$ cat src/rxdes_pkg.sv
// Package for the receive descriptor status writer: bit positions, masks,
// reset values and the packed carriers shared by the writer and its testbench.
// Assumes the MAC side supplies one segment summary per closed descriptor.
package rxdes_pkg;

  // Descriptor word 0 bit positions
  localparam int unsigned OWN_BIT = 31;
  localparam int unsigned SUMMARY_BIT = 15;
  localparam int unsigned TRUNC_BIT = 14;
  localparam int unsigned SRC_FAIL_BIT = 13;
  localparam int unsigned LEN_ERR_BIT = 12;
  localparam int unsigned OVF_BIT = 11;
  localparam int unsigned LAST_BIT = 8;
  localparam int unsigned GIANT_BIT = 7;
  localparam int unsigned LCOL_BIT = 6;
  localparam int unsigned TYPE_BIT = 5;
  localparam int unsigned WDOG_BIT = 4;
  localparam int unsigned RXERR_BIT = 3;
  localparam int unsigned CRC_BIT = 1;

  // Bits that feed the error summary: 1, 3, 4, 6, 7, 11, 14
  localparam logic [31:0] SUMMARY_MASK = 32'h0000_48DA;

  // Length/type values at or above this mark an Ethernet II frame
  localparam logic [15:0] ETH2_MIN_TYPE = 16'h0600;

  // Reset values
  localparam logic [31:0] WORD_RST = 32'h0000_0000;

  // Segment FIFO depth in words
  localparam int unsigned SEG_FIFO_DEPTH = 16;

  // One closed descriptor as reported by the receive path
  typedef struct packed {
    logic last_seg;      // Buffers hold the final part of the frame
    logic crc_err;       // Frame check sequence failed
    logic rx_err;        // Receive error seen during the frame
    logic wdog_to;       // Receive watchdog expired
    logic late_coll;     // Late collision in half duplex
    logic giant_csum;    // Giant frame or IP header checksum error
    logic fifo_ovf;      // Frame damaged by receive FIFO overflow
    logic no_next_desc;  // Frame did not fit and next descriptor is CPU owned
    logic sa_fail;       // Source address filter rejected the frame
    logic [15:0] len_type;     // Length/type field of the frame
    logic [15:0] payload_len;  // Counted payload bytes
  } rxdes_seg_t;

  // Writer state
  typedef enum logic {
    RXDES_IDLE,
    RXDES_WRITE
  } rxdes_state_t;

endpackage : rxdes_pkg

$ cat src/rxdes_fifo.sv
// Synchronous FIFO holding segment summaries until the writer is free.
// Assumes a single clock and a synchronous active-high reset.
`timescale 1ns/1ps
module rxdes_fifo #(
  parameter int unsigned WIDTH = 8,
  parameter int unsigned DEPTH = 16
) (
  // Clock and reset
  input wire logic mclk,
  input wire logic rst,
  // Filling side
  input wire logic in_valid,
  output logic in_ready,
  input wire logic [WIDTH-1:0] in_data,
  // Draining side
  output logic out_valid,
  input wire logic out_ready,
  output logic [WIDTH-1:0] out_data
);

  localparam int unsigned AW = $clog2(DEPTH);

  logic [WIDTH-1:0] mem [DEPTH];  // Storage array
  logic [AW:0] wr_ptr_q;           // Write pointer with wrap bit
  logic [AW:0] rd_ptr_q;           // Read pointer with wrap bit
  logic push;
  logic pop;

  // Full when pointers match except for the wrap bit
  assign in_ready = !((wr_ptr_q[AW] != rd_ptr_q[AW]) && (wr_ptr_q[AW-1:0] == rd_ptr_q[AW-1:0]));
  assign out_valid = (wr_ptr_q != rd_ptr_q);
  assign out_data = mem[rd_ptr_q[AW-1:0]];
  assign push = in_valid && in_ready;
  assign pop = out_valid && out_ready;

  // Storage write; no reset needed, reads are gated by out_valid
  always_ff @(posedge mclk) begin
    if (push) begin
      mem[wr_ptr_q[AW-1:0]] <= in_data;
    end
  end

  // Pointer update
  always_ff @(posedge mclk) begin
    if (rst) begin
      wr_ptr_q <= '0;
      rd_ptr_q <= '0;
    end else begin
      if (push) begin
        wr_ptr_q <= wr_ptr_q + 1'b1;
      end
      if (pop) begin
        rd_ptr_q <= rd_ptr_q + 1'b1;
      end
    end
  end

endmodule : rxdes_fifo

$ cat src/rxdes_status_writer.sv
// Receive descriptor status writer: turns segment summaries into the
// status word that closes a receive descriptor.
// Assumes the memory side takes a word on wb_valid and wb_ready both high.
//
// Summary of operation
// - Summary bit 15 built from bits 1,3,4,6,7,11,14
// - Summary is OR of all contributing errors
// - Bit 14 set on truncation, next descriptor unowned
// - Descriptor error only meaningful with last segment
// - Bit 13 set on source filter failure
// - Bit 12 set when length field mismatches
// - Length error valid only Ethernet 802.3, no CRC
// - Bit 11 set on receive FIFO overflow
// - Last segment bit only on final descriptor
// - Frame type set when length/type at least 1536
`timescale 1ns/1ps
module rxdes_status_writer
  import rxdes_pkg::*;
(
  // Clock and reset
  input wire logic mclk,
  input wire logic rst,
  // Segment summaries from the receive path
  input wire logic seg_valid,
  input wire rxdes_seg_t seg_data,
  output logic seg_ready,
  // Status writeback toward the descriptor in memory
  output logic wb_valid_q,
  output logic [31:0] wb_word_q,
  input wire logic wb_ready
);

  ////////////////////////////////////////////////////////////////////////
  // Segment buffer

  logic fifo_in_ready;      // FIFO space for one more summary
  logic fifo_valid;         // Summary waiting
  logic fifo_ready;         // Writer takes a summary
  logic [$bits(rxdes_seg_t)-1:0] fifo_bits;
  rxdes_seg_t head_seg;     // Oldest summary
  logic seg_ready_q;        // Registered copy of FIFO space

  // Buffer decouples the MAC from slow descriptor writes
  rxdes_fifo #(
    .WIDTH($bits(rxdes_seg_t)),
    .DEPTH(SEG_FIFO_DEPTH)
  ) u_fifo (
    .mclk(mclk),
    .rst(rst),
    .in_valid(seg_valid && seg_ready_q),
    .in_ready(fifo_in_ready),
    .in_data(seg_data),
    .out_valid(fifo_valid),
    .out_ready(fifo_ready),
    .out_data(fifo_bits)
  );

  assign head_seg = rxdes_seg_t'(fifo_bits);

  // Ready is registered, so it lags one cycle; dropping it for a cycle
  // after each take stops a second push into a slot the first one filled
  always_ff @(posedge mclk) begin
    if (rst) begin
      seg_ready_q <= 1'b0;
    end else begin
      seg_ready_q <= fifo_in_ready && !(seg_valid && seg_ready_q);
    end
  end

  assign seg_ready = seg_ready_q;

  ////////////////////////////////////////////////////////////////////////
  // Status word assembly

  rxdes_state_t state_q;
  rxdes_seg_t seg_q;        // Summary behind the word now offered
  logic [31:0] word_d;      // Word built from the head summary
  logic frame_eth2;         // Length/type marks Ethernet II
  logic len_bad;            // Counted length differs from field

  always_comb begin
    word_d = WORD_RST;
    frame_eth2 = (head_seg.len_type >= ETH2_MIN_TYPE);
    len_bad = (head_seg.payload_len != head_seg.len_type);
    // Frame-level flags belong only to the closing descriptor
    if (head_seg.last_seg) begin
      word_d[LAST_BIT] = 1'b1;
      word_d[CRC_BIT] = head_seg.crc_err;
      word_d[RXERR_BIT] = head_seg.rx_err;
      word_d[WDOG_BIT] = head_seg.wdog_to;
      word_d[LCOL_BIT] = head_seg.late_coll;
      word_d[GIANT_BIT] = head_seg.giant_csum;
      word_d[TYPE_BIT] = frame_eth2;
      word_d[OVF_BIT] = head_seg.fifo_ovf;
      word_d[TRUNC_BIT] = head_seg.no_next_desc;
      word_d[SRC_FAIL_BIT] = head_seg.sa_fail;
      // Mismatch only reported where the host may trust it
      word_d[LEN_ERR_BIT] = len_bad && !frame_eth2 && !head_seg.crc_err;
    end
    word_d[SUMMARY_BIT] = |(word_d & SUMMARY_MASK);
    word_d[OWN_BIT] = 1'b0;
  end

  assign fifo_ready = (state_q == RXDES_IDLE);

  // Writer sequencing: take a summary, hold the word until accepted
  always_ff @(posedge mclk) begin
    if (rst) begin
      state_q <= RXDES_IDLE;
    end else begin
      case (state_q)
        RXDES_IDLE: begin
          if (fifo_valid) begin
            state_q <= RXDES_WRITE;
          end
        end
        RXDES_WRITE: begin
          if (wb_ready) begin
            state_q <= RXDES_IDLE;
          end
        end
        default: begin
          state_q <= RXDES_IDLE;
        end
      endcase
    end
  end

  // Word and summary captured together so all flags land in one write
  always_ff @(posedge mclk) begin
    if (rst) begin
      wb_word_q <= WORD_RST;
      seg_q <= '0;
    end else if (fifo_valid && fifo_ready) begin
      wb_word_q <= word_d;
      seg_q <= head_seg;
    end
  end

  // Writeback strobe
  always_ff @(posedge mclk) begin
    if (rst) begin
      wb_valid_q <= 1'b0;
    end else if (fifo_valid && fifo_ready) begin
      wb_valid_q <= 1'b1;
    end else if (wb_ready) begin
      wb_valid_q <= 1'b0;
    end
  end
endmodule : rxdes_status_writer
$ cat config.mk
export PLATFORM = sky130hd
export DESIGN_NAME = rxdes_status_writer
export DESIGN_NICKNAME = d
export VERILOG_FILES = /design/src/rxdes_pkg.sv /design/src/rxdes_fifo.sv /design/src/rxdes_status_writer.sv
export SDC_FILE = /design/constraint.sdc
export NUM_CORES = 1
export LEC_CHECK = 0
export ABC_AREA = 1
export BUFFER_PORTS_ARGS = -buffer_cell sky130_fd_sc_hd__buf_2
export CORE_ASPECT_RATIO = 1.4
export CORE_MARGIN = 1
export CORE_UTILIZATION = 50
export CTS_CLUSTER_SIZE = 16
export DETAILED_ROUTE_END_ITERATION = 6
export PLACE_DENSITY = 0.63
export SLEW_MARGIN = 20
export SYNTH_ARGS = -nofsm -noshare
export SYNTH_HDL_FRONTEND = slang
export SYNTH_SLANG_ARGS = --single-unit
$ cat constraint.sdc
create_clock -name mclk -period 10.2 [get_ports mclk]
set_clock_uncertainty 0.15 [all_clocks]
set_input_delay 0.51 -clock mclk [delete_from_list [all_inputs] [get_ports mclk]]
set_output_delay 0.51 -clock mclk [all_outputs]
set_load 0.02 [all_outputs]
Word level (Yosys, flattened, before mapping). Memories as Yosys holds them, arrays and structs flattened. A register that Yosys moved wholly into a read port is not among the register bits. Index checks and enable logic that the tools add are counted. W data, S select, Z words.

Memory bits (writable): 656. Flip-flop bits (word level): 25. Word-level logic and storage cells: 40. Input bits: 45. Memories kept: 1.

Equality and inequality tests: 4. $add $sub $neg: 2. Bitwise logic cells: 1. Muxes and demuxes: 12. Reduce and logical (&&, ||, !) cells: 13. Order comparisons: 1.

Memory list: u_fifo.mem (depth 16, bits a word 41, rd ports 1, clocked after memory_dff 1, wr ports 1, RTL line rxdes_fifo.sv:23) `logic [WIDTH-1:0] mem [DEPTH];`.

Operators by type and width (number): $ge A16 B11 Y1 const B (1); $ne A16 B16 Y1 (1); $mux W4 (3); $add A5 B1 Y5 const B (2); $logic_and A1 B1 Y1 (7); $mux W1 (7); $reduce_or A7 Y1 (1); $mux W6 (1); $ne A5 B5 Y1 (1); $eq A4 B4 Y1 (1); $logic_not A1 Y1 (4); $pmux W1 S2 (1); $reduce_bool A2 Y1 (1); $ne A1 B1 Y1 (1); $not A1 Y1 (1).

Longest topological paths before layout.
Depth after elaboration: 6. Depth in mapped cells: 18. Gate-level depth less buffers: 16.

Hierarchy. From an unflattened synthesis, not the netlist that was laid out.

Cells, all modules: 2382. Area total of the unflattened synthesis: 28557.4 um2.

Modules (own cells, without submodules): rxdes_fifo (cells an instance 2196, instances 1, sequential area each 19979.2 um2, area each 27476.4 um2); rxdes_status_writer (cells an instance 186, instances 1, sequential area each 300.3 um2, area each 1081.0 um2).

Least setup slack after synthesis. Ideal clock, no wire load.

Path type: register to register. Start: register u_fifo.rd_ptr_q[0]. End: memory u_fifo.mem[15][0] in the netlist's numbering, enable pin. Data required time: 9.608 ns. Cell stages (with the launch flop): 8. Period minus slack after synthesis: 3.392 ns. Data arrival time: 2.800 ns. Library setup time: 0.442 ns. Slack: 6.808 ns. Path through: dfxtp_1 -> xor2_1 -> nor4_1 -> nand2_1 -> nand2_1 -> inv_1 -> nand2_1 -> nor2_1.

Cells in the longest elaborated chain, start to end: 6.

RTL lines: start, declared (RTL line rxdes_fifo.sv:25) `logic [AW:0] rd_ptr_q;`; start signal, assigned (RTL line rxdes_fifo.sv:53) `rd_ptr_q <= rd_ptr_q + 1'b1;`; $eq A4 B4 Y1 (RTL line rxdes_fifo.sv:30) `assign in_ready = !((wr_ptr_q[AW] != rd_ptr_q[AW]) && (wr_ptr_q[AW-1:0] == rd_ptr_q[AW-1:0]));`; $logic_and A1 B1 Y1 (RTL line rxdes_fifo.sv:30); $logic_not A1 Y1 (RTL line rxdes_fifo.sv:30); $logic_and A1 B1 Y1 (RTL line rxdes_fifo.sv:33) `assign push = in_valid && in_ready;`; $mux W1 (RTL line rxdes_fifo.sv:38) `if (push) begin`; $mux W1 (not written as such) (RTL line rxdes_fifo.sv:39) `mem[wr_ptr_q[AW-1:0]] <= in_data;`; end, declared (RTL line rxdes_fifo.sv:23).

Every way passes these cells.

==> results.md <==
Global route:
- The number of antenna violations at the first check in global routing is 4.
- The number of global-route vias before repair is 18100.
- The wire length of the first global-routing pass is 107 mm.
- The met2 global-route usage is 0.429.
- For this run the aggregate overflow at the end of global routing stands at 0.
- For met3 alone, demand over resource in global routing was 0.0323.
- Entering global routing, the biggest net connects 119 pins.
- In this run the most used layer during global routing was met2.
- Across every metal layer, demand over resource in global routing totals 0.247.
- In the global route stage, met1 resource usage came out at 0.304.

Die:
- The number of cell rows is 103.
- 79 I/O pins were placed.
- The core footprint is 56400 um^2.
- The floorplan step defined a die boundary enclosing 58100 um^2.
- The die is 285 um tall.
- The floorplan die width is 204 um.
- The initial cell density of the core is 0.506.

Min path:
- Counting instances, the worst hold path has a depth of 4.
- The tightest min-delay check is of the input pin to flip-flop type.

Synthesis:
- In the synthesized netlist the dominant register cell turns out to be edfxtp_1.
- In the synthesized netlist the async set-or-reset flop fraction comes to 0.
- The gate count of the mapped netlist is 2564.
- Sorting the synthesized cells by how often they occur yields 780 x nand2_1, 656 x edfxtp_1, 257 x nand3_1.
- During synthesis, Yosys emitted a total of 0 warnings.
- Of the synthesized area, sequential elements account for 0.709.
- The number of enable-type register cells in the synthesized netlist is 656.
- The count of different cell masters after synthesis is 30.
- The mapped netlist covers 28600 um^2.
- Averaged over all synthesized cells, the footprint is 11.1 um^2.
- In the post-synthesis netlist, the biggest area contributors are edfxtp_1 69%, nand2_1 10%, nand3_1 4.5%.
- nand2_1 is the most common cell in the netlist.
- The share of the synthesized area in the top cell type is 0.689.
- The number of flip-flops and latches in the synthesized netlist is 685.
- Summed over all instances, the cell type with the most area after synthesis is edfxtp_1.

Place:
- The total instance count after detailed placement is 3244.
- Input and output buffers added on the ports amount to 58.
- Prior to clock tree synthesis, the placed netlist has a worst setup slack of 6170 ps.
- The post-DP HPWL is 34.8 mm.
- The routability congestion estimate from global placement is 0.813.

Clock tree:
- The number of resized instances in the post-cts repair step is 0.
- The number of clock sinks is 685.
- The post-CTS repair timing setup buffer count is 0.
- The latest clock arrival within the worst-skew pair is 610 ps.
- No sink is reached through more buffers than the 3 on the longest clock path.
- The total of hold buffers inserted after clock tree synthesis is 1.
- The CTS tree is yes.
- The H-tree generated during clock tree synthesis spans 2 levels.
- The total CTS buffers is 61.
- The clock-pin slew on the worst setup and hold paths is 60 ps.
- The cell chosen for the clock root is clkbuf_16.

Critical path:
- The path depth of the worst reg2reg path is 9.
- Of all nets on the critical path, the largest fanout is 46.
- STA classifies the critical path endpoint as a flip-flop.
- The data required time of the worst path is 10580 ps.
- Data arrives at the worst endpoint at 4460 ps.
- The critical path is of the flip-flop to flip-flop type.
- The worst setup path is launched from a flip-flop.

Timing:
- The final period demand of the worst path is 4070 ps.
- Headroom to the max-slew limit came out at 0.272.
- The number of max-slew violations in the final report is 0.
- Setup violations remaining at the end of the flow were counted as 0.
- Dividing the final minimum period by the clock period gives 0.399.
- Setup repair after global routing left no endpoint under its margin.
- Based on the critical path, the design can be clocked at up to 245 MHz.
- The count of final hold-check violations is 0.
- The setup slack of the critical path after layout is 6130 ps.
- At the pin with the least slew margin, the transition time is 1090 ps.
- The aggregate negative setup slack is 0 ps.

Finish:
- The share of post-route cells with drive strength above 1 is 0.0782.
- The final net count is 2623.
- The final standard cell utilization of the core is 0.554.
- The synthesis-to-layout area growth is 9.39%.
- The count of non-filler cells in the finished layout is 3358.

Power:
- The design draws 7.68 mW.
- Dividing total power by cell area gives a power density of 245 nW/um^2.
- The share of total power dissipated in sequential elements is 0.418.
- Across the VDD grid, the largest voltage drop is 192 uV.
- For this design the static power due to leakage is 11.9 nW.
- Of the total power, the share spent switching nets is 0.342.
- The power spent charging and discharging nets is 2.63 mW.
- Of the total power, combinational logic draws 0.284.
- The clock power share is 0.298.
- The internal portion of total power is 5.05 mW.

Drt:
- The average wire per standard cell is 21.2 um.
- Using the TritonRoute via totals, the vias-per-cell ratio works out to 5.49.
- The starting DRC count in detailed routing is 1549.
- The total wire length after detailed routing is 71.3 mm.
- The residual antenna-violating net count after detailed routing is 0.
- The DRC violation count after routing is 0.
- The routed layout has 18400 vias.
- The pre-antenna-repair detailed-routing pass consisted of 5 iterations.

Run:
- The number of violations of the max-capacitance limit is 0.

Status:
- The flow ran to the end, and the final reports show no timing, DRC or antenna violations.
-- final timing paths --
check                 from            end  slack (ps)
max reg2reg      flip-flop  wb_word_q[12]        6130
min reg2reg  wb_word_q[13]  wb_word_q[13]         310
min              seg_valid      seg_ready          70
max              flip-flop  wb_word_q[12]        6130
-- area by class of cell --
class	instances	area [um^2]
Multi-Input combinational cell	1571	6890
Tap cell	735	920
Clock buffer	82	1720
Fill cell	4715	25200
Clock inverter	30	277
Inverter	164	629
Antenna cell	1	2.50
Sequential cell	685	20300
Timing Repair Buffer	90	537
-- state kept, by name, indices dropped and copies added (netlist names), named ones only --
register,count
state_q,1
u_fifo.wr_ptr_q,5
u_fifo.mem,656
u_fifo.rd_ptr_q,5
seg_ready,1
wb_word_q,12
wb_valid_q,1
-- cell families after synthesis --
logic type                 count (synthesis)  share of synthesized area
and+or+nand+nor                         1285                      0.180
other                                      1                   0.000131
buffers and inverters                    327                     0.0561
adders and majority gates                  5                    0.00219
AOI/OAI and AO/OA                        256                     0.0502
xor gates and xnor gates                   5                    0.00153
DFF                                      685                      0.709
-- worst max-delay path, stage by stage (launching register included) --
cell and delay (ps):
dfxtp_4 710, clkinv_2 1000, buf_4 670, o221ai_1 150, nand3_1 170, a21oi_2 440
nand3_1 340, nor2_1 200, nand2_1 70, a21oi_1 110
-- per-stage QoR --
stage               hold WS, ps  cell area, um^2
floorplan                   292            28700
global placement            301            29300
CTS                        44.6            31300
global route               68.6            31300
detailed placement          309            29300
finish                     66.0            31300
-- layout by cell type (no fill, tap or decap), types with 10 or more instances in the layout --
master	instances
o211ai_1	25
nand3_1	257
nor2_1	227
clkbuf_1	13
buf_4	30
o21ai_0	154
conb_1	20
clkinv_1	10
buf_2	58
nand2_1	780
o22ai_1	24
clkbuf_16	64
nor2_4	16
a21oi_1	26
inv_1	159
dfxtp_1	25
o221ai_1	11
edfxtp_1	656
o21ai_1	10
clkinv_2	14
-- power by group through the flow --
stage	Sequential (mW)	Clock, mW	Combinational [mW]
floorplan	3.24	0	1.68
global placement	3.27	0	2.13
detailed placement	3.27	0	2.17
CTS	3.21	2.32	2.18
global route	3.22	2.43	2.44
finish	3.21	2.29	2.18
-- per-layer routing --
layer / share of wire / vias to the layer above / wire (um)
met1: 0.39 / 8947 / 27800
met3: 0.059 / 158 / 4210
met2: 0.50 / 642 / 35800
met4: 0.048 / 4 / 3420
li1: - / 8694 / -
met5: 0.00036 / - / 26
(Power assumes the default switching activity.)
